--- src/rtl/node_status_pkg.sv ---
// constants, types and register map of the node start-up and indicator block
package node_status_pkg;
  // indicator colour codes
  typedef enum logic [1:0] {
    IND_DARK = 2'b00,
    IND_GREEN = 2'b01,
    IND_RED = 2'b10
  } colour_e;

  // one indicator: colour and whether it flashes
  typedef struct packed {
    logic flash;
    logic [1:0] colour;
  } indicator_s;

  // link start-up states
  typedef enum logic [1:0] {
    AWAIT_PARAMETERS_STATE = 2'b00,
    AWAIT_CONFIGURATION_STATE = 2'b01,
    CYCLIC_EXCHANGE_STATE = 2'b10
  } link_state_e;

  // per-device report from an attached link device
  typedef struct packed {
    logic present;
    logic run;
    logic uses_load;
    logic load_undervolt;
    logic [7:0] actual_size;
  } device_s;

  // master configuration for one device slot
  typedef struct packed {
    logic configured;
    logic [7:0] size;
  } slot_cfg_s;

  // timing: flash rates derived from the 50 MHz clock
  localparam int CLK_HZ = 50000000;
  localparam int SLOW_FLASH_HZ = 1;
  localparam int FAST_FLASH_HZ = 4;
  localparam int SLOW_HALF_CYC = CLK_HZ / (2 * SLOW_FLASH_HZ);
  localparam int FAST_HALF_CYC = CLK_HZ / (2 * FAST_FLASH_HZ);
  localparam int DIV_W = 25;

  // register bus
  localparam int ADDR_W = 4;
  localparam logic [3:0] ADDR_CTRL = 4'h0;
  localparam logic [3:0] ADDR_STATUS = 4'h4;
  localparam logic [3:0] ADDR_IRQ_STAT = 4'h8;
  localparam logic [3:0] ADDR_IRQ_MASK = 4'hc;

  // control register fields
  localparam int CTRL_DIAG_EN = 0;
  localparam int CTRL_TOOL_CHANGE = 1;
  localparam logic [1:0] CTRL_RESET = 2'h0;

  // interrupt status bit positions
  localparam int IRQ_MISMATCH = 0;
  localparam int IRQ_EXCHANGE = 1;
  localparam int IRQ_UNDERVOLT = 2;
  localparam int IRQ_BUS_LOST = 3;
  localparam int IRQ_W = 4;
endpackage
--- src/rtl/node_status.sv ---
// start-up checking, indicator drive and diagnostics gate of the bus node
// Operation
// - A configuration that does not match the attached devices keeps the node out of exchange.
// - While exchange is refused for a mismatch, the bus fault indicator flashes red slowly.
// - A configured device missing at power-up gives an error and no process data exchange.
// - In tool change mode any link device fits if its actual data size is within the configured.
// - The supply indicator is steady green when operating and load voltage are in range.
// - Each link indicator is steady green while its device is connected and running.
// - With fieldbus communication up in normal operation the bus fault indicator is dark.
// - A diagnostics switch gates device diagnostics to the master; off by default.
// - The supply indicator flashes green on an own or device-reported undervoltage.
// - The supply indicator is dark while the operating voltage is absent or out of range.
// - A device load undervoltage counts only where that device uses and monitors the load.
// - After power-up the node goes from awaiting parameters to configuration to exchange.
// - With no device attached or a configuration error both link indicators flash red.
`timescale 1ns/100ps
module node_status
  import node_status_pkg::*;
(
  // clock and reset
  input wire logic CLK_IN,
  input wire logic RST_IN,
  // fieldbus engine
  input wire logic BUS_UP_IN,
  input wire logic PARAM_OK_IN,
  input wire logic CONFIG_VALID_IN,
  input wire node_status_pkg::slot_cfg_s CFG1_IN,
  input wire node_status_pkg::slot_cfg_s CFG2_IN,
  input wire logic DIAG_REQ_IN,
  output logic DIAG_SEND_OUT,
  output logic EXCHANGE_OUT,
  // supply monitors
  input wire logic OPER_OK_IN,
  input wire logic OPER_UNDERVOLT_IN,
  // attached devices
  input wire node_status_pkg::device_s DEV1_IN,
  input wire node_status_pkg::device_s DEV2_IN,
  // indicators
  output node_status_pkg::indicator_s SUPPLY_INDICATOR_OUT,
  output node_status_pkg::indicator_s FIRST_LINK_INDICATOR_OUT,
  output node_status_pkg::indicator_s SECOND_LINK_INDICATOR_OUT,
  output node_status_pkg::indicator_s BUS_FAULT_INDICATOR_OUT,
  // register bus
  input wire logic [3:0] ADDR_IN,
  input wire logic [31:0] WDATA_IN,
  input wire logic WR_IN,
  input wire logic RD_IN,
  output logic [31:0] RDATA_OUT,
  output logic IRQ_OUT
);
  import node_status_pkg::*;

  ////////////////////////////////////////////////////////////////////////////
  // flash divider

  logic [DIV_W-1:0] div_cnt;
  logic slow_phase;
  logic fast_phase;
  wire slow_tick = (div_cnt == DIV_W'(SLOW_HALF_CYC - 1));
  // four fast half periods fill one slow half period, so the fast phase toggles at every quarter
  wire fast_tick = (div_cnt == DIV_W'(FAST_HALF_CYC - 1))
                 || (div_cnt == DIV_W'(2 * FAST_HALF_CYC - 1))
                 || (div_cnt == DIV_W'(3 * FAST_HALF_CYC - 1))
                 || (div_cnt == DIV_W'(SLOW_HALF_CYC - 1));

  // wrapping at the slow half period keeps both phases aligned
  always_ff @(posedge CLK_IN or posedge RST_IN)
  begin
    if (RST_IN)
    begin
      div_cnt <= '0;
      slow_phase <= 1'b0;
      fast_phase <= 1'b0;
    end
    else
    begin
      div_cnt <= slow_tick ? '0 : div_cnt + 1'b1;
      if (slow_tick)
        slow_phase <= ~slow_phase;
      if (fast_tick)
        fast_phase <= ~fast_phase;
    end
  end

  ////////////////////////////////////////////////////////////////////////////
  // registers

  logic [1:0] ctrl;
  logic [IRQ_W-1:0] irq_stat;
  logic [IRQ_W-1:0] irq_mask;
  logic [IRQ_W-1:0] irq_event;
  logic [31:0] next_rdata;
  logic [31:0] status_word;
  link_state_e state;
  logic mismatch;
  logic dev1_at_start;
  logic dev2_at_start;
  logic start_seen;

  wire diag_enable = ctrl[CTRL_DIAG_EN];
  wire tool_change = ctrl[CTRL_TOOL_CHANGE];
  wire wr_ctrl = WR_IN && (ADDR_IN == ADDR_CTRL);
  wire wr_stat = WR_IN && (ADDR_IN == ADDR_IRQ_STAT);
  wire wr_mask = WR_IN && (ADDR_IN == ADDR_IRQ_MASK);

  assign status_word = {24'h0, 2'h0, mismatch, dev2_at_start, dev1_at_start, OPER_OK_IN, state};
  assign next_rdata = (ADDR_IN == ADDR_CTRL) ? {30'h0, ctrl} :
                      (ADDR_IN == ADDR_STATUS) ? status_word :
                      (ADDR_IN == ADDR_IRQ_STAT) ? {28'h0, irq_stat} :
                      (ADDR_IN == ADDR_IRQ_MASK) ? {28'h0, irq_mask} : 32'h0;

  // diagnostics switch defaults off after reset
  always_ff @(posedge CLK_IN or posedge RST_IN)
  begin
    if (RST_IN)
    begin
      ctrl <= CTRL_RESET;
      irq_mask <= '0;
      RDATA_OUT <= 32'h0;
    end
    else
    begin
      if (wr_ctrl)
        ctrl <= WDATA_IN[1:0];
      if (wr_mask)
        irq_mask <= WDATA_IN[IRQ_W-1:0];
      RDATA_OUT <= RD_IN ? next_rdata : 32'h0;
    end
  end

  // a new event wins over a write-one clear in the same cycle
  always_ff @(posedge CLK_IN or posedge RST_IN)
  begin
    if (RST_IN)
      irq_stat <= '0;
    else
      irq_stat <= (irq_stat & ~(wr_stat ? WDATA_IN[IRQ_W-1:0] : '0)) | irq_event;
  end

  assign IRQ_OUT = |(irq_stat & irq_mask);

  ////////////////////////////////////////////////////////////////////////////
  // configuration check

  // equipment present at the first clock after reset is latched as the start set;
  // a device plugged in later is never accepted until the next power-up
  always_ff @(posedge CLK_IN or posedge RST_IN)
  begin
    if (RST_IN)
    begin
      start_seen <= 1'b0;
      dev1_at_start <= 1'b0;
      dev2_at_start <= 1'b0;
    end
    else if (!start_seen)
    begin
      start_seen <= 1'b1;
      dev1_at_start <= DEV1_IN.present;
      dev2_at_start <= DEV2_IN.present;
    end
  end

  wire slot1_ok = !CFG1_IN.configured ? !dev1_at_start :
                  dev1_at_start && DEV1_IN.present &&
                  (tool_change ? (DEV1_IN.actual_size <= CFG1_IN.size)
                               : (DEV1_IN.actual_size == CFG1_IN.size));
  wire slot2_ok = !CFG2_IN.configured ? !dev2_at_start :
                  dev2_at_start && DEV2_IN.present &&
                  (tool_change ? (DEV2_IN.actual_size <= CFG2_IN.size)
                               : (DEV2_IN.actual_size == CFG2_IN.size));
  wire config_match = slot1_ok && slot2_ok;
  wire no_device = !dev1_at_start && !dev2_at_start;

  ////////////////////////////////////////////////////////////////////////////
  // start-up sequence

  link_state_e next_state;
  logic next_mismatch;

  always_comb
  begin
    next_state = state;
    next_mismatch = mismatch;
    case (state)
      AWAIT_PARAMETERS_STATE:
      begin
        if (BUS_UP_IN && PARAM_OK_IN)
          next_state = AWAIT_CONFIGURATION_STATE;
      end
      AWAIT_CONFIGURATION_STATE:
      begin
        if (!BUS_UP_IN)
          next_state = AWAIT_PARAMETERS_STATE;
        else if (CONFIG_VALID_IN)
        begin
          next_mismatch = !config_match || no_device;
          if (config_match && !no_device)
            next_state = CYCLIC_EXCHANGE_STATE;
        end
      end
      CYCLIC_EXCHANGE_STATE:
      begin
        if (!BUS_UP_IN)
          next_state = AWAIT_PARAMETERS_STATE;
        else if (!config_match)
        begin
          next_state = AWAIT_CONFIGURATION_STATE;
          next_mismatch = 1'b1;
        end
      end
      default:
        next_state = AWAIT_PARAMETERS_STATE;
    endcase
  end

  // the master must resend configuration after every reset, so nothing is kept
  always_ff @(posedge CLK_IN or posedge RST_IN)
  begin
    if (RST_IN)
    begin
      state <= AWAIT_PARAMETERS_STATE;
      mismatch <= 1'b0;
    end
    else
    begin
      state <= next_state;
      mismatch <= next_mismatch;
    end
  end

  wire exchange = (state == CYCLIC_EXCHANGE_STATE);
  wire load_uv = (DEV1_IN.present && DEV1_IN.uses_load && DEV1_IN.load_undervolt) ||
                 (DEV2_IN.present && DEV2_IN.uses_load && DEV2_IN.load_undervolt);
  wire undervolt = OPER_UNDERVOLT_IN || load_uv;

  assign irq_event = {(state == CYCLIC_EXCHANGE_STATE) && !BUS_UP_IN,
                      undervolt,
                      (next_state == CYCLIC_EXCHANGE_STATE) && !exchange,
                      next_mismatch && !mismatch};
  assign EXCHANGE_OUT = exchange;
  assign DIAG_SEND_OUT = DIAG_REQ_IN && diag_enable && exchange;

  ////////////////////////////////////////////////////////////////////////////
  // indicators

  indicator_s next_supply;
  indicator_s next_link1;
  indicator_s next_link2;
  indicator_s next_bus;

  always_comb
  begin
    if (!OPER_OK_IN)
      next_supply = '{flash: 1'b0, colour: IND_DARK};
    else if (undervolt)
      next_supply = '{flash: 1'b1, colour: slow_phase ? IND_GREEN : IND_DARK};
    else
      next_supply = '{flash: 1'b0, colour: IND_GREEN};
  end

  wire link_err = no_device || mismatch;

  always_comb
  begin
    if (link_err)
    begin
      next_link1 = '{flash: 1'b1, colour: fast_phase ? IND_RED : IND_DARK};
      next_link2 = '{flash: 1'b1, colour: fast_phase ? IND_RED : IND_DARK};
    end
    else
    begin
      next_link1 = '{flash: 1'b0,
                     colour: (DEV1_IN.present && DEV1_IN.run) ? IND_GREEN : IND_DARK};
      next_link2 = '{flash: 1'b0,
                     colour: (DEV2_IN.present && DEV2_IN.run) ? IND_GREEN : IND_DARK};
    end
  end

  always_comb
  begin
    if (mismatch && !exchange)
      next_bus = '{flash: 1'b1, colour: slow_phase ? IND_RED : IND_DARK};
    else if (!BUS_UP_IN)
      next_bus = '{flash: 1'b0, colour: IND_RED};
    else if (exchange)
      next_bus = '{flash: 1'b0, colour: IND_DARK};
    else
      next_bus = '{flash: 1'b1, colour: fast_phase ? IND_RED : IND_DARK};
  end

  always_ff @(posedge CLK_IN or posedge RST_IN)
  begin
    if (RST_IN)
    begin
      SUPPLY_INDICATOR_OUT <= '0;
      FIRST_LINK_INDICATOR_OUT <= '0;
      SECOND_LINK_INDICATOR_OUT <= '0;
      BUS_FAULT_INDICATOR_OUT <= '0;
    end
    else
    begin
      SUPPLY_INDICATOR_OUT <= next_supply;
      FIRST_LINK_INDICATOR_OUT <= next_link1;
      SECOND_LINK_INDICATOR_OUT <= next_link2;
      BUS_FAULT_INDICATOR_OUT <= next_bus;
    end
  end
endmodule

--- config.mk ---
export PLATFORM = sky130hd
export DESIGN_NAME = node_status
export DESIGN_NICKNAME = d
export VERILOG_FILES = /design/src/rtl/node_status_pkg.sv /design/src/rtl/node_status.sv
export SDC_FILE = /design/constraint.sdc
export NUM_CORES = 1
export LEC_CHECK = 0
export ABC_AREA = 1
export BUFFER_PORTS_ARGS = -buffer_cell sky130_fd_sc_hd__clkbuf_2
export CORE_MARGIN = 2
export CORE_UTILIZATION = 54
export CTS_CLUSTER_DIAMETER = 30
export DETAILED_ROUTE_END_ITERATION = 6
export PLACE_DENSITY = 0.89
export SLEW_MARGIN = 20
export SYNTH_ARGS = -nofsm -noshare
export SYNTH_HDL_FRONTEND = slang
export SYNTH_SLANG_ARGS = --single-unit
--- constraint.sdc ---
create_clock -name CLK_IN -period 3.63 [get_ports CLK_IN]
set_clock_uncertainty 0.1 [all_clocks]
set_input_delay 0 -clock CLK_IN [delete_from_list [all_inputs] [get_ports CLK_IN]]
set_output_delay 0 -clock CLK_IN [all_outputs]
set_load 0.02 [all_outputs]
Yosys cells after proc, flatten, opt, wreduce, memory -nomap -nowiden
Cells that the tools add are included.

storage, ports and cells
  register bits = 61
  bits of input ports = 88

cells by class
  bitwise operators = 6
  $add $sub $neg = 1
  eq/ne operators = 12
  reductions and logical operators = 40
  mux-type cells = 35
  magnitude comparators = 2

operators with widths
  kind                     count
  $eq A25 B25 Y1 const B   2
  $add A25 B1 Y25 const B  1
  $eq A25 B23 Y1 const B   1
  $eq A25 B24 Y1 const B   1
  $mux W25                 1
  $logic_and A1 B1 Y1      23
  $mux W3                  7
  $mux W6                  3
  $eq A8 B8 Y1             2
  $le A8 B8 Y1             2
  $mux W2                  8
  $mux W4                  3
  $mux W1                  11
  $and A4 B4 Y4            2
  $eq A4 B4 Y1 const B     2
  $logic_not A1 Y1         7
  $logic_or A1 B1 Y1       7
  $pmux W2 S3              1
  $eq A2 B2 Y1 const B     2
  $eq A4 B3 Y1 const B     1
  $logic_not A4 Y1         1
  $not A4 Y4               1
  $or A4 B4 Y4             1
  $reduce_or A4 Y1         1
  4 further kinds          5

Logic depth before layout (Yosys ltp)
  depth after elaboration = 13
  depth in mapped cells = 19
  depth with buffers taken out = 19

Worst setup path after synthesis
Ideal clock, no wire load.

  kind = reg-to-reg
  start = reg div_cnt[0]
  end = reg div_cnt[20]
  arrival = 1.735 ns
  data required time = 3.453 ns
  stages on the path, launching flop included = 14
  path slack = 1.718 ns
  path buffers = 0
  path through = dfrtp_1 ha_1 nand2_2 nor2_8 nand2_4 nor2_4 nand4_4 nor2_4 nand3_2 nor2_2 nand3_2 nor2_2 o21ai_0 a21oi_1

on the way
  word-level cells in the longest chain between the ends = 2
  elaborated cells on any way between the ends = 3
  classes of those cells = add/sub: 1; eq/ne: 1; mux: 1

RTL lines
  item                                                      RTL line                              text
  start: declaration                                        node_status.sv:56                     logic [DIV_W-1:0] div_cnt;
  start signal: assignment                                  node_status.sv:77                     div_cnt <= slow_tick ? '0 : div_cnt + 1'b1;
  $add A25 B1 Y25 / $eq A25 B25 Y1 (equally long branches)  node_status.sv:77, node_status.sv:59
  $mux W25 (*)                                              node_status.sv:77

Mark *: on every way between the ends. The rest lies on a longest branch, timed or not.
A chain may end at the register's enable or synchronous reset.

Worst setup path in the final report
  start = in ADDR_IN[0]
  end = reg ctrl[0]

on the way
  word-level cells in the longest chain between the ends = 2

RTL lines
  item                    RTL line            text
  start: declaration      node_status.sv:44   input wire logic [3:0] ADDR_IN,
  $logic_not A4 Y1        node_status.sv:102  wire wr_ctrl = WR_IN && (ADDR_IN == ADDR_CTRL);
  $logic_and A1 B1 Y1     node_status.sv:102
  end signal: assignment  node_status.sv:124  ctrl <= WDATA_IN[1:0];
  end: declaration        node_status.sv:88   logic [1:0] ctrl;

Every way passes these cells.

==> run_results.csv <==
group,metric,value,unit
synth,postSynthAreaPerCell,7.608,sq um
die,design.core.area,0.006756,sq mm
synth,synth.ff_latch_count,57,
sta,finalSetupViolCount,0,
synth,synth.yosys.seq_area_share,0.3787,
critical_path,cp_data_required_time,3.81,ns
sta,final_hold_viol_count,0,
synth,synth_top_cell_area_share,0.3787,
finish,insertedDiodeCount,0,
synth,ys_warn_count,0,
synth,ys.flop_type,"dfrtp_1",
detailed_routing,initial_drt_pass_iterations,5,
detailed_routing,final_wirelength,8995,um
clocking,clock_sink_count,57,
pwr,sequentialPowerShare,0.404,
clocking,cts-root-buf,"clkbuf_8",
synth,synthTopCellsByArea,"dfrtp_1 38%, inv_1 9.2%, nand2_1 9.2%",
detailed_routing,drt.antenna.violating_nets,0,
global_route,grt_pass1_vias,3459,
global_route,grt_first_pass_wirelength,14720,um
pwr,combPwrFrac,0.235,
die,overall_die_area,0.007658,sq mm
critical_path,critical_path_arrival,2.92,ns
pwr,power.net_switching,0.0006138,W
job,maxCapViolations,0,
clocking,cts-root-to-sink-buffers,2,
placement,numPlacedInstances,649,
pwr,power_density,403.1,mW/mm^2
detailed_routing,vias,3568,
detailed_routing,route.detailed.drc,0,
sta,final_min_period_over_clock_period,0.7523,
detailed_routing,drt_iter0_markers,189,
sta,timing.fmax,366.2,MHz
sta,timing.hold.ws,0.02637,ns
die,floorplan.initialDensity,0.5574,
synth,synth_edf_count,0,
sta,finalSetupTns,0,ns
clocking,clk_pin_slew,0.08,ns
critical_path,setup.worst_path.end_class,"register",
clocking,htree_num_levels,3,
clocking,post_cts.repair.setup_buffers,0,
pwr,ir_worst_vdd,0.2903,mV
clocking,cts_buffers,9,
clocking,post_cts.resized_instances,0,
finish,synthToLayoutAreaGrowth,22.92,%
critical_path,path_class,"primary input to register",
clocking,cts_tree,"built",
die,io_pins,135,
finish,layout-drive-gt1-share,0.1961,
critical_path,critPathLaunchType,"primary input",
die,die_h,87.51,um
clocking,clkLatencyLatePin,0.35,ns
critical_path,critical_path_peak_fanout,5,
pwr,internal_power,0.001252,W
finish,final_nets,716,
finish,layoutNonFillerInstCount,692,
synth,synth.distinct_cells,40,
synth,yosys-top-cells-count,"92 x inv_1, 92 x nand2_1, 57 x dfrtp_1, 48 x nor2_1, 30 x buf_4",
detailed_routing,route.detailed.wl_per_inst,13.00,um
global_route,antenna_violations_before_repair,0,
detailed_routing,per_cell_via_count_in_the_routed_design,5.156,
sta,report.final.slew_viol_count,0,
synth,synth_top_cell_by_area,"dfrtp_1",
sta,final_critical_delay_including_setup_and_external_delays,2.731,ns
placement,weighted_congestion_at_the_end_of_routability_driven_global_placement,0.9224,
die,die_width,87.51,um
placement,numPortBuffers,78,
pwr,share_clk_of_total_power,0.361,
pwr,p_sw_frac,0.3289,
placement,dp_hpwl,6391,um
global_route,grt_util_all_layers,0.2454,
synth,synth-async-reset-ratio,1.000,
global_route,grt_start_max_net_pins,58,
min_path,hold_path_class,"primary input to register",
synth,synth.cell_area,0.003766,sq mm
sta,slew_at_the_pin_closest_to_its_max_slew_limit,0.7080,ns
sta,grt_setup_unrepaired,"no",
sta,slew-limit-headroom,0.5244,
pwr,p_leak,2.541,nW
global_route,gr-total-overflow,0,
die,rows,30,
status,result_of_the_run,"completed",
synth,synthesis.instances,495,
path summary, 6_finish.rpt:
check                      slack [ns]                  from                               endpoint  depth (start not counted)
setup / recovery                 0.90            ADDR_IN[0]                    ctrl[0]$_DFFE_PP0P_                          9
hold / removal                   0.03            DEV1_IN[9]      SUPPLY_INDICATOR_OUT[0]$_DFF_PP0_                          6
setup reg to reg                 1.51  div_cnt[0]$_DFF_PP0_                  div_cnt[24]$_DFF_PP0_                         10
hold reg to reg                  0.36  div_cnt[0]$_DFF_PP0_                   div_cnt[0]$_DFF_PP0_                          1
max in group asynchronous        2.64                RST_IN                   div_cnt[6]$_DFF_PP0_                          4
min in group asynchronous        0.29                RST_IN  FIRST_LINK_INDICATOR_OUT[2]$_DFF_PP0_                          4
final cells by class:
cell class | count | area, sq um
clock inverters | 7 | 102.6
repair buffers | 106 | 668.1
multi-input cells | 336 | 1842
flip-flops and latches | 57 | 1426
fillers | 518 | 2127
clock buffers | 9 | 123.9
well taps | 80 | 100.1
inverters | 97 | 366.6
worst max-delay path, stage by stage:
cell           delay [ns]
dlygate4sd3_1        0.54
clkbuf_2             0.11
nor2_1               0.14
inv_1                0.10
nor3_1               0.44
nand2_1              0.19
dlygate4sd3_1        0.62
o21ai_0              0.17
dlygate4sd3_1        0.59
registers in the layout, indices dropped and copies added, names as in the netlist, 2 cells and up:
register                  cells
irq_mask                      4
FIRST_LINK_INDICATOR_OUT      3
ctrl                          2
state                         2
div_cnt                      25
RDATA_OUT                     6
SUPPLY_INDICATOR_OUT          2
irq_stat                      4
BUS_FAULT_INDICATOR_OUT       2
layer usage:
layer	vias to the layer above	track usage	wire length, um
met1	1622	0.2639	3466
li1	1760	-	-
met5	-	0	0
met4	0	0.08252	171
met2	165	0.4573	4737
met3	21	0.07109	620
placed cells by master (no fill, tap or decap), types with 7 or more instances in the layout:
cell type and n:
xor2_1 7, conb_1 29, a21oi_1 27, nor2_1 48, nand3_1 17, nand2_1 92
dfrtp_1 57, dlygate4sd3_1 27, inv_1 91, ha_1 21, o21ai_0 18, nor3_1 15
clkbuf_8 9, nand4_1 18, nor4_1 10, clkbuf_2 78
metrics by stage:
stage                     total power, W    util  area [sq um]  setup slack [ns]
after floorplan                 0.001044       -          3867             1.718
after global placement          0.001125  0.6117          4133             1.589
after detailed placement        0.001144  0.6117          4133             1.505
after CTS                       0.001852  0.6852          4629             1.129
after global routing            0.001957  0.6852          4629            0.7434
final                           0.001866  0.6852          4629            0.8992
power by group through the flow:
stage | clock (W) | combinational, W | sequential [W]
6_report | 0.000674 | 0.000438 | 0.000754
4_1_cts | 0.000681 | 0.000421 | 0.000750
3_3_place_gp | 0 | 0.000368 | 0.000757
5_1_grt | 0.000710 | 0.000487 | 0.000760
3_5_place_dp | 0 | 0.000385 | 0.000759
2_1_floorplan | 0 | 0.000269 | 0.000775
cell families (layout without fill, tap and decap cells):
family	Yosys count	count (layout)	synth area share
flops	57	57	0.3787
simple gates	222	222	0.2894
compound gates	57	57	0.08472
buf+inv	129	219	0.1591
xor+xnor	7	7	0.01628
other cells	2	29	0.001994
fa+ha+maj	21	21	0.06977
timing repair:
| action | in CTS | in global routing |
|---|---|---|
| setup endpoints to repair | 0 | 0 |
| hold buffers | 27 | 0 |
| hold endpoints to repair | 82 | 0 |
(Power assumes the default switching activity.)
